<file path="src/verilog/acmp_pkg.sv">
// package: register map, field positions and carrier types of the comparator control
package acmp_pkg;

  localparam int REG_W = 8;
  localparam logic [7:0] REG_RST = 8'h00;

  // per-comparator register offsets, one bank of four per comparator
  localparam logic [7:0] OFS_CON0 = 8'h00;
  localparam logic [7:0] OFS_CON1 = 8'h01;
  localparam logic [7:0] OFS_NSEL = 8'h02;
  localparam logic [7:0] OFS_PSEL = 8'h03;
  localparam logic [7:0] BANK_STRIDE = 8'h04;

  // shared registers
  localparam logic [7:0] OFS_MIRROR = 8'h08;
  localparam logic [7:0] OFS_FLAG = 8'h09;
  localparam logic [7:0] OFS_IRQ_EN = 8'h0A;
  localparam logic [7:0] OFS_SHDN_EN = 8'h0B;
  localparam logic [7:0] OFS_ANA_SEL = 8'h0C;
  localparam logic [7:0] OFS_DIR = 8'h0D;
  localparam logic [7:0] OFS_PORT = 8'h0E;

  // comparator_control_0 fields
  localparam int CON0_ENABLE = 7;
  localparam int CON0_RESULT = 6;
  localparam int CON0_INVERT = 4;
  localparam int CON0_HYST = 1;
  localparam int CON0_SYNC = 0;

  // comparator_edge_enables fields
  localparam int CON1_RISE = 1;
  localparam int CON1_FALL = 0;

  localparam int SEL_W = 3;

  // negative input select codes
  localparam logic [2:0] NSEL_IN0 = 3'h0;
  localparam logic [2:0] NSEL_IN1 = 3'h1;
  localparam logic [2:0] NSEL_IN2 = 3'h2;
  localparam logic [2:0] NSEL_IN3 = 3'h3;
  localparam logic [2:0] NSEL_REF = 3'h6;
  localparam logic [2:0] NSEL_GND = 3'h7;

  // positive input select codes
  localparam logic [2:0] PSEL_IN0 = 3'h0;
  localparam logic [2:0] PSEL_IN1 = 3'h1;
  localparam logic [2:0] PSEL_DAC = 3'h5;
  localparam logic [2:0] PSEL_REF = 3'h6;
  localparam logic [2:0] PSEL_GND = 3'h7;

  // configuration of one comparator as the channel logic sees it
  typedef struct packed {
    logic enable;
    logic invert;
    logic sync;
    logic rise_en;
    logic fall_en;
  } acmp_cfg_t;

  // one-hot switch controls towards the analog front end
  typedef struct packed {
    logic enable;
    logic hysteresis_enable;
    logic neg_gnd;
    logic neg_ref;
    logic [3:0] neg_pin;
    logic neg_opamp;
    logic pos_gnd;
    logic pos_ref;
    logic pos_dac;
    logic [1:0] pos_pin;
  } acmp_ana_t;

endpackage : acmp_pkg

</file>
<file path="src/verilog/acmp_channel.sv">
// one comparator: polarity, output latch, timer-1 synchronisation, edge flag
`timescale 1ns/100ps
`default_nettype none
module acmp_channel (
  input wire logic clk_i,
  input wire logic rst_n_i,
  input wire acmp_pkg::acmp_cfg_t cfg_i,
  input wire logic raw_i,
  input wire logic t1_fall_i,
  input wire logic sync_hold_i,
  input wire logic flag_wr_i,
  input wire logic flag_wdata_i,
  output logic result_o,
  output logic ext_o,
  output logic flag_o
);

  logic adjusted;
  logic result_prev;
  logic sync_latch;
  logic rise;
  logic fall;
  logic edge_set;
  logic next_flag;
  logic next_latch;

  // a disabled comparator reads low before polarity, so toggling the
  // invert bit still makes an edge, and the enable bit makes one only while the raw result is high
  assign adjusted = (raw_i & cfg_i.enable) ^ cfg_i.invert;

  assign rise = result_o & ~result_prev;
  assign fall = ~result_o & result_prev;
  assign edge_set = (rise & cfg_i.rise_en) | (fall & cfg_i.fall_en);

  // set wins over a clearing write in the same cycle
  assign next_flag = edge_set | (flag_wr_i ? flag_wdata_i : flag_o);

  // latch only on a timer-1 falling edge, and not while timer 1 is stopped
  assign next_latch = (t1_fall_i & ~sync_hold_i) ? adjusted : sync_latch;

  // external path is unlatched unless synchronisation is on
  assign ext_o = cfg_i.sync ? sync_latch : adjusted;

  always_ff @(posedge clk_i or negedge rst_n_i) begin
    if (!rst_n_i) begin
      result_o <= 1'b0;
      result_prev <= 1'b0;
      sync_latch <= 1'b0;
      flag_o <= 1'b0;
    end else begin
      result_o <= adjusted;
      result_prev <= result_o;
      sync_latch <= next_latch;
      flag_o <= next_flag;
    end
  end

endmodule : acmp_channel
`default_nettype wire

</file>
<file path="src/verilog/acmp_control.sv">
// comparator control top: register file, input routing, shutdown and wake
//
// Chosen here: the placing of the registers and strobed register access.
`timescale 1ns/100ps
`default_nettype none
module acmp_control #(
  parameter int NUM_CMP = 2,
  parameter int PORT_W = 8,
  parameter logic [2:0] OPAMP_NEG_CODE = 3'h2
) (
  input wire logic clk_i,
  input wire logic rst_n_i,
  input wire logic [7:0] addr_i,
  input wire logic [7:0] wdata_i,
  input wire logic wr_i,
  input wire logic rd_i,
  output logic [7:0] rdata_o,
  input wire logic [NUM_CMP-1:0] raw_result_i,
  input wire logic t1_clk_i,
  input wire logic t1_sysclk_src_i,
  input wire logic sleep_i,
  input wire logic [NUM_CMP-1:0] opamp_enable_i,
  input wire logic [PORT_W-1:0] pin_level_i,
  output acmp_pkg::acmp_ana_t [NUM_CMP-1:0] analog_ctrl_o,
  output logic [NUM_CMP-1:0] ext_result_o,
  output logic [NUM_CMP-1:0] shutdown_o,
  output logic [PORT_W-1:0] pin_direction_o,
  output logic irq_o,
  output logic wake_o
);

  // byte address of a per-comparator register
  function automatic logic [7:0] bank_addr(input int ch, input logic [7:0] ofs);
    logic [7:0] base;
    base = 8'(ch * int'(acmp_pkg::BANK_STRIDE));
    return base + ofs;
  endfunction : bank_addr

  // negative input switch decode
  function automatic logic [6:0] neg_decode(input logic [2:0] code);
    logic [6:0] sel;
    sel = 7'h00;
    if (code == acmp_pkg::NSEL_IN0) begin
      sel[0] = 1'b1;
    end else if (code == acmp_pkg::NSEL_IN1) begin
      sel[1] = 1'b1;
    end else if (code == acmp_pkg::NSEL_IN2) begin
      sel[2] = 1'b1;
    end else if (code == acmp_pkg::NSEL_IN3) begin
      sel[3] = 1'b1;
    end else if (code == acmp_pkg::NSEL_REF) begin
      sel[4] = 1'b1;
    end else if (code == acmp_pkg::NSEL_GND) begin
      sel[5] = 1'b1;
    end
    return sel;
  endfunction : neg_decode

  // positive input switch decode
  function automatic logic [4:0] pos_decode(input logic [2:0] code);
    logic [4:0] sel;
    sel = 5'h00;
    if (code == acmp_pkg::PSEL_IN0) begin
      sel[0] = 1'b1;
    end else if (code == acmp_pkg::PSEL_IN1) begin
      sel[1] = 1'b1;
    end else if (code == acmp_pkg::PSEL_DAC) begin
      sel[2] = 1'b1;
    end else if (code == acmp_pkg::PSEL_REF) begin
      sel[3] = 1'b1;
    end else if (code == acmp_pkg::PSEL_GND) begin
      sel[4] = 1'b1;
    end
    return sel;
  endfunction : pos_decode

  // control state, one bit or field per comparator
  logic [NUM_CMP-1:0] enable;
  logic [NUM_CMP-1:0] invert;
  logic [NUM_CMP-1:0] hyst;
  logic [NUM_CMP-1:0] sync;
  logic [NUM_CMP-1:0] rise_en;
  logic [NUM_CMP-1:0] fall_en;
  logic [2:0] nsel [NUM_CMP];
  logic [2:0] psel [NUM_CMP];

  // shared registers
  logic [NUM_CMP-1:0] irq_enable;
  logic [NUM_CMP-1:0] shdn_enable;
  logic [PORT_W-1:0] analog_select;
  logic [PORT_W-1:0] pin_dir;

  // channel outputs
  logic [NUM_CMP-1:0] result;
  logic [NUM_CMP-1:0] flag;

  // per-comparator read values
  logic [7:0] con0_rd [NUM_CMP];
  logic [7:0] con1_rd [NUM_CMP];
  logic [7:0] nsel_rd [NUM_CMP];
  logic [7:0] psel_rd [NUM_CMP];

  // timer-1 clock edge detect, sampled as an ordinary input
  logic t1_prev;
  logic t1_fall;
  logic sync_hold;

  assign t1_fall = t1_prev & ~t1_clk_i;
  assign sync_hold = sleep_i & t1_sysclk_src_i;

  always_ff @(posedge clk_i or negedge rst_n_i) begin
    if (!rst_n_i) begin
      t1_prev <= 1'b0;
    end else begin
      t1_prev <= t1_clk_i;
    end
  end

  // shared register write decode
  logic wr_flag;
  logic wr_irq_en;
  logic wr_shdn;
  logic wr_ana_sel;
  logic wr_dir;

  assign wr_flag = wr_i && (addr_i == acmp_pkg::OFS_FLAG);
  assign wr_irq_en = wr_i && (addr_i == acmp_pkg::OFS_IRQ_EN);
  assign wr_shdn = wr_i && (addr_i == acmp_pkg::OFS_SHDN_EN);
  assign wr_ana_sel = wr_i && (addr_i == acmp_pkg::OFS_ANA_SEL);
  assign wr_dir = wr_i && (addr_i == acmp_pkg::OFS_DIR);

  logic [NUM_CMP-1:0] next_irq_enable;
  logic [NUM_CMP-1:0] next_shdn_enable;
  logic [PORT_W-1:0] next_analog_select;
  logic [PORT_W-1:0] next_pin_dir;

  // only implemented low bits are stored
  assign next_irq_enable = wr_irq_en ? wdata_i[NUM_CMP-1:0] : irq_enable;
  assign next_shdn_enable = wr_shdn ? wdata_i[NUM_CMP-1:0] : shdn_enable;
  assign next_analog_select = wr_ana_sel ? wdata_i[PORT_W-1:0] : analog_select;
  assign next_pin_dir = wr_dir ? wdata_i[PORT_W-1:0] : pin_dir;

  always_ff @(posedge clk_i or negedge rst_n_i) begin
    if (!rst_n_i) begin
      irq_enable <= '0;
      shdn_enable <= '0;
      analog_select <= '0;
      pin_dir <= '0;
    end else begin
      irq_enable <= next_irq_enable;
      shdn_enable <= next_shdn_enable;
      analog_select <= next_analog_select;
      pin_dir <= next_pin_dir;
    end
  end

  genvar gi;
  generate
    for (gi = 0; gi < NUM_CMP; gi++) begin : g_cmp
      logic wr_con0;
      logic wr_con1;
      logic wr_nsel;
      logic wr_psel;
      logic [6:0] neg_sel;
      logic [4:0] pos_sel;
      logic opamp_route;
      acmp_pkg::acmp_cfg_t cfg;

      assign wr_con0 = wr_i && (addr_i == bank_addr(gi, acmp_pkg::OFS_CON0));
      assign wr_con1 = wr_i && (addr_i == bank_addr(gi, acmp_pkg::OFS_CON1));
      assign wr_nsel = wr_i && (addr_i == bank_addr(gi, acmp_pkg::OFS_NSEL));
      assign wr_psel = wr_i && (addr_i == bank_addr(gi, acmp_pkg::OFS_PSEL));

      // the result bit is read-only; unimplemented bits are dropped
      always_ff @(posedge clk_i or negedge rst_n_i) begin
        if (!rst_n_i) begin
          enable[gi] <= 1'b0;
          invert[gi] <= 1'b0;
          hyst[gi] <= 1'b0;
          sync[gi] <= 1'b0;
          rise_en[gi] <= 1'b0;
          fall_en[gi] <= 1'b0;
          nsel[gi] <= 3'h0;
          psel[gi] <= 3'h0;
        end else begin
          if (wr_con0) begin
            enable[gi] <= wdata_i[acmp_pkg::CON0_ENABLE];
            invert[gi] <= wdata_i[acmp_pkg::CON0_INVERT];
            hyst[gi] <= wdata_i[acmp_pkg::CON0_HYST];
            sync[gi] <= wdata_i[acmp_pkg::CON0_SYNC];
          end
          if (wr_con1) begin
            rise_en[gi] <= wdata_i[acmp_pkg::CON1_RISE];
            fall_en[gi] <= wdata_i[acmp_pkg::CON1_FALL];
          end
          if (wr_nsel) begin
            nsel[gi] <= wdata_i[acmp_pkg::SEL_W-1:0];
          end
          if (wr_psel) begin
            psel[gi] <= wdata_i[acmp_pkg::SEL_W-1:0];
          end
        end
      end

      assign cfg.enable = enable[gi];
      assign cfg.invert = invert[gi];
      assign cfg.sync = sync[gi];
      assign cfg.rise_en = rise_en[gi];
      assign cfg.fall_en = fall_en[gi];

      acmp_channel u_channel (
        .clk_i(clk_i),
        .rst_n_i(rst_n_i),
        .cfg_i(cfg),
        .raw_i(raw_result_i[gi]),
        .t1_fall_i(t1_fall),
        .sync_hold_i(sync_hold),
        .flag_wr_i(wr_flag),
        .flag_wdata_i(wdata_i[gi]),
        .result_o(result[gi]),
        .ext_o(ext_result_o[gi]),
        .flag_o(flag[gi])
      );

      // a disabled comparator disconnects all its inputs
      assign neg_sel = enable[gi] ? neg_decode(nsel[gi]) : 7'h00;
      assign pos_sel = enable[gi] ? pos_decode(psel[gi]) : 5'h00;

      // shared pin with the amplifier output: amplifier wins
      assign opamp_route = neg_sel[OPAMP_NEG_CODE] & opamp_enable_i[gi];

      assign analog_ctrl_o[gi].enable = enable[gi];
      assign analog_ctrl_o[gi].hysteresis_enable = hyst[gi];
      assign analog_ctrl_o[gi].neg_gnd = neg_sel[5];
      assign analog_ctrl_o[gi].neg_ref = neg_sel[4];
      assign analog_ctrl_o[gi].neg_pin = neg_sel[3:0] & ~(4'(opamp_route) << OPAMP_NEG_CODE);
      assign analog_ctrl_o[gi].neg_opamp = opamp_route;
      assign analog_ctrl_o[gi].pos_gnd = pos_sel[4];
      assign analog_ctrl_o[gi].pos_ref = pos_sel[3];
      assign analog_ctrl_o[gi].pos_dac = pos_sel[2];
      assign analog_ctrl_o[gi].pos_pin = pos_sel[1:0];

      // shutdown acts on the external result, which is the timer-1 latched value while synchronisation is on
      assign shutdown_o[gi] = ext_result_o[gi] & shdn_enable[gi];

      always_comb begin
        con0_rd[gi] = acmp_pkg::REG_RST;
        con0_rd[gi][acmp_pkg::CON0_ENABLE] = enable[gi];
        con0_rd[gi][acmp_pkg::CON0_RESULT] = result[gi];
        con0_rd[gi][acmp_pkg::CON0_INVERT] = invert[gi];
        con0_rd[gi][acmp_pkg::CON0_HYST] = hyst[gi];
        con0_rd[gi][acmp_pkg::CON0_SYNC] = sync[gi];
        con1_rd[gi] = acmp_pkg::REG_RST;
        con1_rd[gi][acmp_pkg::CON1_RISE] = rise_en[gi];
        con1_rd[gi][acmp_pkg::CON1_FALL] = fall_en[gi];
        nsel_rd[gi] = {5'h00, nsel[gi]};
        psel_rd[gi] = {5'h00, psel[gi]};
      end
    end
  endgenerate

  // software waits out response and settling time itself
  // after a select change; no hardware blanking is applied

  assign irq_o = |(flag & irq_enable);
  assign wake_o = sleep_i & irq_o;
  assign pin_direction_o = pin_dir;

  // shared read values
  logic [7:0] mirror_rd;
  logic [7:0] flag_rd;
  logic [7:0] irq_en_rd;
  logic [7:0] shdn_rd;
  logic [7:0] port_rd;

  assign mirror_rd = 8'(result);
  assign flag_rd = 8'(flag);
  assign irq_en_rd = 8'(irq_enable);
  assign shdn_rd = 8'(shdn_enable);
  assign port_rd = 8'(pin_level_i & ~analog_select);

  // read mux; unmapped addresses read zero
  logic [7:0] next_rdata;

  always_comb begin
    next_rdata = acmp_pkg::REG_RST;
    if (addr_i == acmp_pkg::OFS_MIRROR) begin
      next_rdata = mirror_rd;
    end else if (addr_i == acmp_pkg::OFS_FLAG) begin
      next_rdata = flag_rd;
    end else if (addr_i == acmp_pkg::OFS_IRQ_EN) begin
      next_rdata = irq_en_rd;
    end else if (addr_i == acmp_pkg::OFS_SHDN_EN) begin
      next_rdata = shdn_rd;
    end else if (addr_i == acmp_pkg::OFS_ANA_SEL) begin
      next_rdata = 8'(analog_select);
    end else if (addr_i == acmp_pkg::OFS_DIR) begin
      next_rdata = 8'(pin_dir);
    end else if (addr_i == acmp_pkg::OFS_PORT) begin
      next_rdata = port_rd;
    end
    for (int c = 0; c < NUM_CMP; c++) begin
      if (addr_i == bank_addr(c, acmp_pkg::OFS_CON0)) begin
        next_rdata = con0_rd[c];
      end else if (addr_i == bank_addr(c, acmp_pkg::OFS_CON1)) begin
        next_rdata = con1_rd[c];
      end else if (addr_i == bank_addr(c, acmp_pkg::OFS_NSEL)) begin
        next_rdata = nsel_rd[c];
      end else if (addr_i == bank_addr(c, acmp_pkg::OFS_PSEL)) begin
        next_rdata = psel_rd[c];
      end
    end
  end

  // read data stands only in the cycle after the read strobe
  always_ff @(posedge clk_i or negedge rst_n_i) begin
    if (!rst_n_i) begin
      rdata_o <= 8'h00;
    end else begin
      rdata_o <= rd_i ? next_rdata : 8'h00;
    end
  end

endmodule : acmp_control
`default_nettype wire

</file>
<file path="config.mk">
export PLATFORM = sky130hd
export DESIGN_NAME = acmp_control
export DESIGN_NICKNAME = d
export VERILOG_FILES = /design/src/verilog/acmp_pkg.sv /design/src/verilog/acmp_channel.sv /design/src/verilog/acmp_control.sv
export SDC_FILE = /design/constraint.sdc
export NUM_CORES = 1
export LEC_CHECK = 0
export ABC_CLOCK_PERIOD_IN_PS = 1800
export BUFFER_PORTS_ARGS = -buffer_cell sky130_fd_sc_hd__buf_4
export CAP_MARGIN = 0
export CORE_AREA = 5 5 86 88
export DETAILED_ROUTE_END_ITERATION = 7
export DIE_AREA = 0 0 91 93
export MAX_ROUTING_LAYER = met4
export PLACE_DENSITY = 0.78
export REMOVE_ABC_BUFFERS = 1
export SYNTH_ARGS = -nofsm -noshare
export SYNTH_HDL_FRONTEND = slang
export SYNTH_SLANG_ARGS = --single-unit
</file>
<file path="constraint.sdc">
create_clock -name clk_i -period 1.8 [get_ports clk_i]
set_input_delay 0.54 -clock clk_i [delete_from_list [all_inputs] [get_ports clk_i]]
set_output_delay 0.54 -clock clk_i [all_outputs]
set_load 0.005 [all_outputs]
</file>
Yosys cells after proc, flatten, opt, wreduce, memory -nomap -nowiden
Cells that the tools add are included.
{"block": "totals", "input_bits": 35, "reg_bits": 61, "wordCells": 182, "output_inout_bits": 50}
{"block": "classes", "muxes": 64, "eq_ne": 32, "n_reduce_logical": 19, "bitwise_logic": 37}
{"cell": "2-to-1 mux 8 bit", "count": 16}
{"cell": "== test 8 x 4 -> 1 bit, second input constant", "count": 7}
{"cell": "== test 8 x 3 -> 1 bit, second input constant", "count": 4}
{"cell": "== test 3 bit, second input constant", "count": 10}
{"cell": "2-to-1 mux 1 bit", "count": 30}
{"cell": "2-to-1 mux 5 bit", "count": 4}
{"cell": "AND 1 bit", "count": 18}
{"cell": "== test 8 x 2 -> 1 bit, second input constant", "count": 2}
{"cell": "2-to-1 mux 4 bit", "count": 4}
{"cell": "logical AND 1 bit", "count": 13}
{"cell": "== test 3 x 1 -> 1 bit, second input constant", "count": 4}
{"cell": "== test 3 x 2 -> 1 bit, second input constant", "count": 4}
{"cell": "logical NOT 3 bit", "count": 4}
{"cell": "2-to-1 mux 3 bit", "count": 4}
{"cell": "2-to-1 mux 6 bit", "count": 2}
{"cell": "AND 4 bit", "count": 2}
{"cell": "AND 8 bit", "count": 1}
{"cell": "== test 8 x 1 -> 1 bit, second input constant", "count": 1}
{"cell": "logical NOT 8 bit", "count": 1}
{"cell": "2-to-1 mux 2 bit", "count": 4}
{"cell": "NOT 3 -> 4 bit", "count": 2}
{"cell": "NOT 8 bit", "count": 1}
{"cell": "NOT 1 bit", "count": 6}
{"cell": "OR 1 bit", "count": 4}
{"cell": "3 further kinds", "count": 4}

Longest topological paths before layout
Gate-level depths: netlist of run 1.
{"block": "depth", "word_depth": 18, "ltp_mapped": 7, "depth_no_buf": 4}

Cells and area by module
A second synthesis of run 1 with hierarchy kept.
{"block": "hier_totals", "hier_cells": 315, "hier_area_um2": 3435.8}
{"module": "acmp_control", "area_each_um2": 3067.9, "cells_each": 289, "n_inst": 1, "seq_area_each_um2": 1326.3}
{"module": "acmp_channel", "area_each_um2": 183.9, "cells_each": 13, "n_inst": 2, "seq_area_each_um2": 100.1}

Least setup slack after synthesis of run 1
Ideal clock, no wire load.
{"block": "synth_timing", "path_kind": "input to register", "from": "in addr_i[5]", "to": "reg pin_dir[1] (netlist: pin_direction_o[1])", "n_path_buf": 1, "cell_stages": 4, "setup_slack_ps": -249, "setup_ps": 125, "t_arrival_ps": 1924, "required_ps": 1675, "cell_sequence": "or4_1 > buf_4 > nor3_4 > mux2_2"}
{"block": "synth_via", "elab_chain_cells": 2}
{"element": "from (decl)", "line_no": "acmp_control.sv:13", "source": "input wire logic [7:0] addr_i,"}
{"element": "== test 8 x 4 -> 1 bit", "line_no": "acmp_control.sv:130", "source": "assign wr_dir = wr_i && (addr_i == acmp_pkg::OFS_DIR);"}
{"element": "logical AND 1 bit", "line_no": "acmp_control.sv:130"}
{"element": "to (signal assigned)", "line_no": "acmp_control.sv:153", "source": "pin_dir <= next_pin_dir;"}
{"element": "to (decl)", "line_no": "acmp_control.sv:91", "source": "logic [PORT_W-1:0] pin_dir;"}
No other way between the ends.
A chain may end at the register's enable or synchronous reset.

Worst setup path in the final report of run 1
{"block": "layout_timing", "from": "reg invert[0] (netlist: con0_rd[12])", "to": "out shutdown_o[0]"}
{"block": "layout_via", "elab_chain_cells": 3}
{"element": "from (decl)", "line_no": "acmp_control.sv:79", "source": "logic [NUM_CMP-1:0] invert;"}
{"element": "from (signal, indexed assignment)", "line_no": "acmp_control.sv:188", "source": "invert[gi] <= wdata_i[acmp_pkg::CON0_INVERT];"}
{"element": "bitwise XOR 1 bit", "line_no": "acmp_channel.sv:29", "source": "assign adjusted = (raw_i & cfg_i.enable) ^ cfg_i.invert;"}
{"element": "named net g_cmp[0].u_channel.adjusted", "line_no": "acmp_channel.sv:18", "source": "logic adjusted;"}
{"element": "2-to-1 mux 1 bit", "line_no": "acmp_channel.sv:42", "source": "assign ext_o = cfg_i.sync ? sync_latch : adjusted;"}
{"element": "AND 1 bit", "line_no": "acmp_control.sv:244", "source": "assign shutdown_o[gi] = ext_result_o[gi] & shdn_enable[gi];"}
{"element": "to (decl)", "line_no": "acmp_control.sv:26", "source": "output logic [NUM_CMP-1:0] shutdown_o,"}
The timed path passes the listed nets, and every way through them passes these cells.

==> results of run 1 <==
[timing repair]
action / CTS / global route
setup endpoints to repair: 36 / 46
pin swaps: 9 / 14
resized for setup: 33 / 51
setup buffers: 11 / 10
[sequential cells by signal, indices dropped and copies added, names as in the netlist, 4 cells and up]
register         count
analog_ctrl_o        4
analog_select        8
con0_rd              4
con1_rd              4
nsel                 6
pin_direction_o      8
psel                 6
rdata_o              8
[power by group through the flow]
stage	combinational [mW]	sequential [mW]	clock [mW]
after detailed placement	0.461	1.52	0
after global placement	0.450	1.52	0
after global routing	0.587	1.51	1.36
after floorplan	0.164	1.50	0
final	0.547	1.50	1.28
after CTS	0.506	1.49	1.29
[cell families after synthesis]
group                  Yosys count  synth area share
AND/OR/NAND/NOR                109             0.176
buffers and inverters           35            0.0514
XOR/XNOR                         2           0.00526
flip-flops                      61             0.458
AO/OA/AOI/OAI                   40            0.0938
multiplexers                    63             0.215
[layout make-up]
cell class	instances	area (µm²)	area share
clock inverters	3	42.5	0.00846
repair buffers	145	1210	0.240
multi-input cells	214	1920	0.382
well taps	80	100	0.0199
clock buffers	13	169	0.0336
flip-flops and latches	61	1530	0.304
inverters	15	56.3	0.0112
[cell usage in the layout, fill, tap and decap left out, types with 3 or more instances in the layout]
cell	count
nor3_2	10
dfrtp_2	4
inv_1	15
nor3_1	4
buf_4	127
nand2b_4	4
nand2b_1	7
o21ai_0	4
dfrtp_1	57
mux2_2	37
clkbuf_8	12
o32ai_1	4
o211ai_1	4
nand3b_1	3
nor2_1	18
buf_6	12
mux2_4	12
buf_12	6
nand3_1	5
nor2b_1	4
nand3_4	3
nand2_2	4
nor2_2	5
mux2i_1	12
nor3_4	4
a32oi_1	8
nand2_1	19
[routing by layer]
| layer | vias to the layer above | wire (µm) |
|---|---|---|
| met5 | - | 0 |
| met4 | 0 | 209 |
| met3 | 19 | 781 |
| met2 | 135 | 5220 |
| met1 | 1495 | 4190 |
| li1 | 1405 | - |
[worst max path at each step]
stage                             from                             end  slack [ps]  depth (start not counted)
2_1_floorplan                addr_i[5]  pin_direction_o[0]$_DFFE_PN0P_        -350                          3
3_5_place_dp                 addr_i[5]         con0_rd[12]$_DFFE_PN0P_        -450                          6
6_report       con0_rd[12]$_DFFE_PN0P_                   shutdown_o[0]        -210                          4
3_3_place_gp                 addr_i[5]            rdata_o[1]$_DFF_PN0_        -430                          6
4_1_cts        con0_rd[12]$_DFFE_PN0P_                   shutdown_o[0]        -190                          4
5_1_grt        con0_rd[12]$_DFFE_PN0P_                   shutdown_o[0]        -260                          4
[metrics by stage]
step           cells  utilization  TNS, ps
3_5_place_dp     497        0.660   -15360
6_report         531        0.766    -1450
5_1_grt          531        0.766    -3270
4_1_cts          524        0.728    -1250
2_1_floorplan    290            -    -8890
3_3_place_gp     497        0.660   -14460
[worst max-delay path, stage by stage (launching register included)]
cell and delay, ps:
dfrtp_1 430, xnor2_2 170, mux2_4 280, and2_4 140, buf_6 100
==> results.yml, run 1 <==
yosys:
  synthTopCellsByCount: "dfrtp_1 (61), mux2_2 (49), nand2_1 (25)"
  synth_edf_count: 0
  synth_area_per_cell_um2: 10.8
  syn_area_um2: 3330
  synth_most_common_cell: "dfrtp_1"
  ys_top_cells_by_area: "dfrtp_1 (46%), mux2_2 (17%), mux2i_1 (3.6%), nand2_1 (2.8%), nor2_1 (2.6%)"
  ys_seq_area_frac: 0.458
  synthArstFlopShare: 1.00
  ys_warn_count: 0
  synth.distinct_cells: 46
  synth.largest_area_cell: "dfrtp_1"
  synth_top_area_frac: 0.458
  synth_cells: 310
  synth_ff_type: "dfrtp_1"
  synth_seq_cells: 61
grt:
  grt_max_degree: 38
  grt.met2_usage: 0.419
  grt-busiest-layer: "met2"
  use_met1: 0.307
  grtUsageTotal: 0.253
  use_met3: 0.0515
  grt.overflow.total: 0
  grt_pass1_vias: 3248
  grt_first_pass_wirelength_um: 16400
  antenna_found_initial: 0
timing:
  setup-violations-final: 31
  period_share: 1.12
  rsz0062_at_grt: "yes"
  drv_slew: 0
  max_freq_ghz: 0.498
  whs_ps: 109
  final-hold-violation-count: 0
  fin_crit_ps: 2010
  fin_ws_ps: -208
  finalClockSkew_ps: 9.19
  relSlewSlack: 0.755
  tightest_slew_ps: 358
flow_run:
  maxCapViolCount: 0
die:
  dieArea_um2: 8460
  initial_core_util: 0.507
  placeableCoreArea_um2: 6570
  rows: 30
  die_w_um: 91
  die_h_um: 93
  io_pins: 85
power:
  p_clk_frac: 0.385
  sw_frac_of_total: 0.256
  ir_worst_vdd_mv: 0.489
  power_frac_seq: 0.451
  p_sw_mw: 0.854
  finalPower_mw: 3.33
  p_int_mw: 2.48
  pwr-share-comb: 0.164
  p_per_area_nw_per_um2: 662
  p_leak_nw: 2.42
clock_tree:
  cts.reportedPaths.clkPinSlew_ps: 70
  clk_path_buf_depth: 2
  ctsHoldBuffers: 0
  clkSinkCount: 61
  cts_tree: "yes"
  clock-root-buffer: "clkbuf_8"
  cts_max_level: 3
  clock_latency_ps: 340
  numCtsBuffers: 9
detailed_routing:
  drc: 0
  dr.first_iter.drc_count: 216
  antenna_left: 0
  drt-vias-per-instance: 5.75
  wl_per_cell_um: 19.6
  wirelength_um: 10400
  num_vias: 3054
  drt_pass1_iterations: 6
setup_path:
  r2r_slack_ps: 160
  crit_type: "reg -> out"
  reg2reg_depth: 4
  worstSetupStartpointType: "flop"
  arrival_ps: 1470
  critPathMaxFanout: 3
  cp-end-kind: "output pin"
  regToRegStartpoint: "g_cmp[1].u_channel.result_o$_DFF_PN0_"
  crit-reg2reg-capture: "rdata_o[1]$_DFF_PN0_"
  cp.required_ps: 1260
placed_design:
  place_area_um2: 4330
  io_buffers: 84
  dp_slack_ps: -448
  place_congestion: 0.974
  dp_hpwl_um: 7460
min_path:
  hold_path.class: "in -> async"
outcome:
  violations: "setup timing"
  outcome: "complete, but fails checks"
layout:
  final_area_um2: 5030
  layout.nets: 481
  num-fill-cells: 431
  synthToLayoutAreaGrowth_pct: 50.9
  drive_gt1_frac: 0.579
  n_antenna_cell: 0
(Power assumes the default switching activity.)
==> inputs of run 2 (changes only) <==
- CORE_AREA: 5 5 86 88 -> 5 5 84 86
- CTS_BUF_LIST: default -> sky130_fd_sc_hd__clkbuf_8
- DIE_AREA: 0 0 91 93 -> 0 0 89 91
- GPL_ROUTABILITY_DRIVEN: default -> 0
- PLACE_DENSITY: 0.78 -> 0.81
==> run 2 against run 1 <==
  * The run still ends with setup timing left
  * Wire length up 19%
  * Design area up 0.70%
  * Via count up 13%
  * Global-route usage up 4.0 points
  * Worst setup slack worse by 38 ps
  * Count of clock-buffer cells in the layout down 1
  * Sequential power about the same
  * Sequential share of layout area down 0.16 points
  * Hold slack worse by 1.6 ps
  * Fmax down 1.8%
  * Clock skew about the same
  * First-iteration DRC count up 120%
  * Largest cell class unchanged
==> results.yml, run 2 (same netlist as run 1, synthesis figures left out) <==
timing:
  tightest_slew_ps: 447
  max_freq_ghz: 0.489
  relSlewSlack: 0.700
  fin_ws_ps: -245
  fin_setup_tns_ps: -3000
  drv_slew: 0
  finalClockSkew_ps: 9.00
  final-hold-violation-count: 0
  fin_crit_ps: 2050
  period_share: 1.14
  setup-violations-final: 42
  rsz0062_at_grt: "yes"
setup_path:
  reg2reg_depth: 4
  worstSetupStartpointType: "flop"
  critPathMaxFanout: 2
  arrival_ps: 1510
  crit_type: "reg -> out"
  cp.required_ps: 1260
  cp-end-kind: "output pin"
power:
  p_clk_frac: 0.347
  p_sw_mw: 0.889
  p_leak_nw: 2.41
  p_int_mw: 2.32
  p_per_area_nw_per_um2: 633
  power_frac_seq: 0.472
  finalPower_mw: 3.21
  pwr-share-comb: 0.181
  sw_frac_of_total: 0.277
  ir_worst_vdd_mv: 0.804
clock_tree:
  cts_tree: "yes"
  numCtsBuffers: 9
  cts_max_level: 3
  cts.reportedPaths.clkPinSlew_ps: 60
  clock_latency_ps: 350
  clock-root-buffer: "clkbuf_8"
  clkSinkCount: 61
  clk_path_buf_depth: 2
detailed_routing:
  wirelength_um: 12300
  drc: 0
  wl_per_cell_um: 23.4
  drt_pass1_iterations: 6
  antenna_left: 0
  dr.first_iter.drc_count: 481
  drt-vias-per-instance: 6.54
  num_vias: 3448
grt:
  grtUsageTotal: 0.293
  grt_max_degree: 38
  grt_pass1_vias: 3372
  grt_first_pass_wirelength_um: 17500
  antenna_found_initial: 0
  grt.overflow.total: 0
layout:
  synthToLayoutAreaGrowth_pct: 52.0
  seq_area_um2: 1530
  layout_commonest_cell: "buf_4"
  n_antenna_cell: 0
  mostFrequentLayoutCells: "buf_4 (119), dfrtp_1 (55), mux2_2 (46)"
  multi_input_area_um2: 1970
  layout.nets: 481
  num-fill-cells: 326
  drive_gt1_frac: 0.589
die:
  io_pins: 85
  initial_core_util: 0.537
  placeableCoreArea_um2: 6200
  dieArea_um2: 8100
  die_w_um: 89
  die_h_um: 91
  rows: 29
outcome:
  outcome: "complete, but fails checks"
  violations: "setup timing"
flow_run:
  maxCapViolCount: 0
placed_design:
  io_buffers: 84
  dp_hpwl_um: 7430
min_path:
  hold_path.class: "in -> async"
-- run 2: cell types whose count changed in the layout (fill, tap and decap cells not counted), moves of 2 or more --
| cell | before | now |
|---|---|---|
| inv_1 | 15 | 17 |
| nor2_4 | 1 | 5 |
| dfrtp_1 | 57 | 55 |
| mux2_4 | 12 | 3 |
| nand2_2 | 4 | 2 |
| nor2_1 | 18 | 15 |
| buf_6 | 12 | 21 |
| dfrtp_2 | 4 | 6 |
| nand2_8 | 0 | 3 |
| mux2_2 | 37 | 46 |
| buf_4 | 127 | 119 |
-- run 2: critical path, cell delays in order, from the launching register on --
cell	delay (ps)
dfrtp_1	390
nand2_2	90
xnor2_2	140
mux2_4	290
and2_4	140
buf_6	110
-- run 2: worst paths after layout --
check,start,endpoint,slack [ps]
max,analog_ctrl_o[13]$_DFFE_PN0P_,shutdown_o[0],-250
min in group clk_i,t1_clk_i,t1_prev$_DFF_PN0_,310
min,rst_n_i,analog_select[7]$_DFFE_PN0P_,110
max in group asynchronous,rst_n_i,g_cmp[0].u_channel.sync_latch$_DFFE_PN0P_,1170
max reg2reg,g_cmp[1].u_channel.result_o$_DFF_PN0_,rdata_o[1]$_DFF_PN0_,80
min reg2reg,analog_select[3]$_DFFE_PN0P_,analog_select[3]$_DFFE_PN0P_,520
-- run 2: stage by stage --
| step | std cells | instance area (µm²) | worst slack (ps) | util | hold slack [ps] |
|---|---|---|---|---|---|
| CTS | 525 | 4850 | -193 | 0.782 | 102 |
| finish | 527 | 5060 | -245 | 0.816 | 108 |
| floorplan | 290 | 3220 | -348 | - | 244 |
| global placement | 495 | 4300 | -407 | 0.693 | 466 |
| detailed placement | 495 | 4300 | -474 | 0.693 | 471 |
| global route | 527 | 5060 | -293 | 0.816 | 112 |
-- run 2: final cells by class --
class / instances / area share
clock inverters: 3 / 0.00247
well taps: 77 / 0.0190
inverters: 15 / 0.0111
clock buffers: 12 / 0.0326
flip-flops and latches: 61 / 0.303
repair buffers: 145 / 0.243
multi-input cells: 214 / 0.389
-- run 2: power by group through the flow --
stage | registers [mW] | logic (mW) | clock network, mW
2_1_floorplan | 1.50 | 0.164 | 0
3_3_place_gp | 1.52 | 0.437 | 0
3_5_place_dp | 1.52 | 0.451 | 0
4_1_cts | 1.50 | 0.518 | 1.11
5_1_grt | 1.52 | 0.607 | 1.19
6_report | 1.52 | 0.579 | 1.11
-- run 2: what timing repair did --
action / CTS / global route
hold buffers: 0 / 0
resized for setup: 55 / 50
pin swaps: 12 / 10
endpoints found under the setup margin: 40 / 57
setup buffers: 16 / 3
-- run 2: layer usage --
layer / routed length [µm] / track usage / vias up / share of wire
met3: 1300 / 0.0643 / 84 / 0.11
met1: 4430 / 0.363 / 1698 / 0.36
met5: 0 / - / - / 0
met4: 632 / 0.141 / 0 / 0.051
met2: 5980 / 0.450 / 274 / 0.48
li1: - / - / 1392 / -
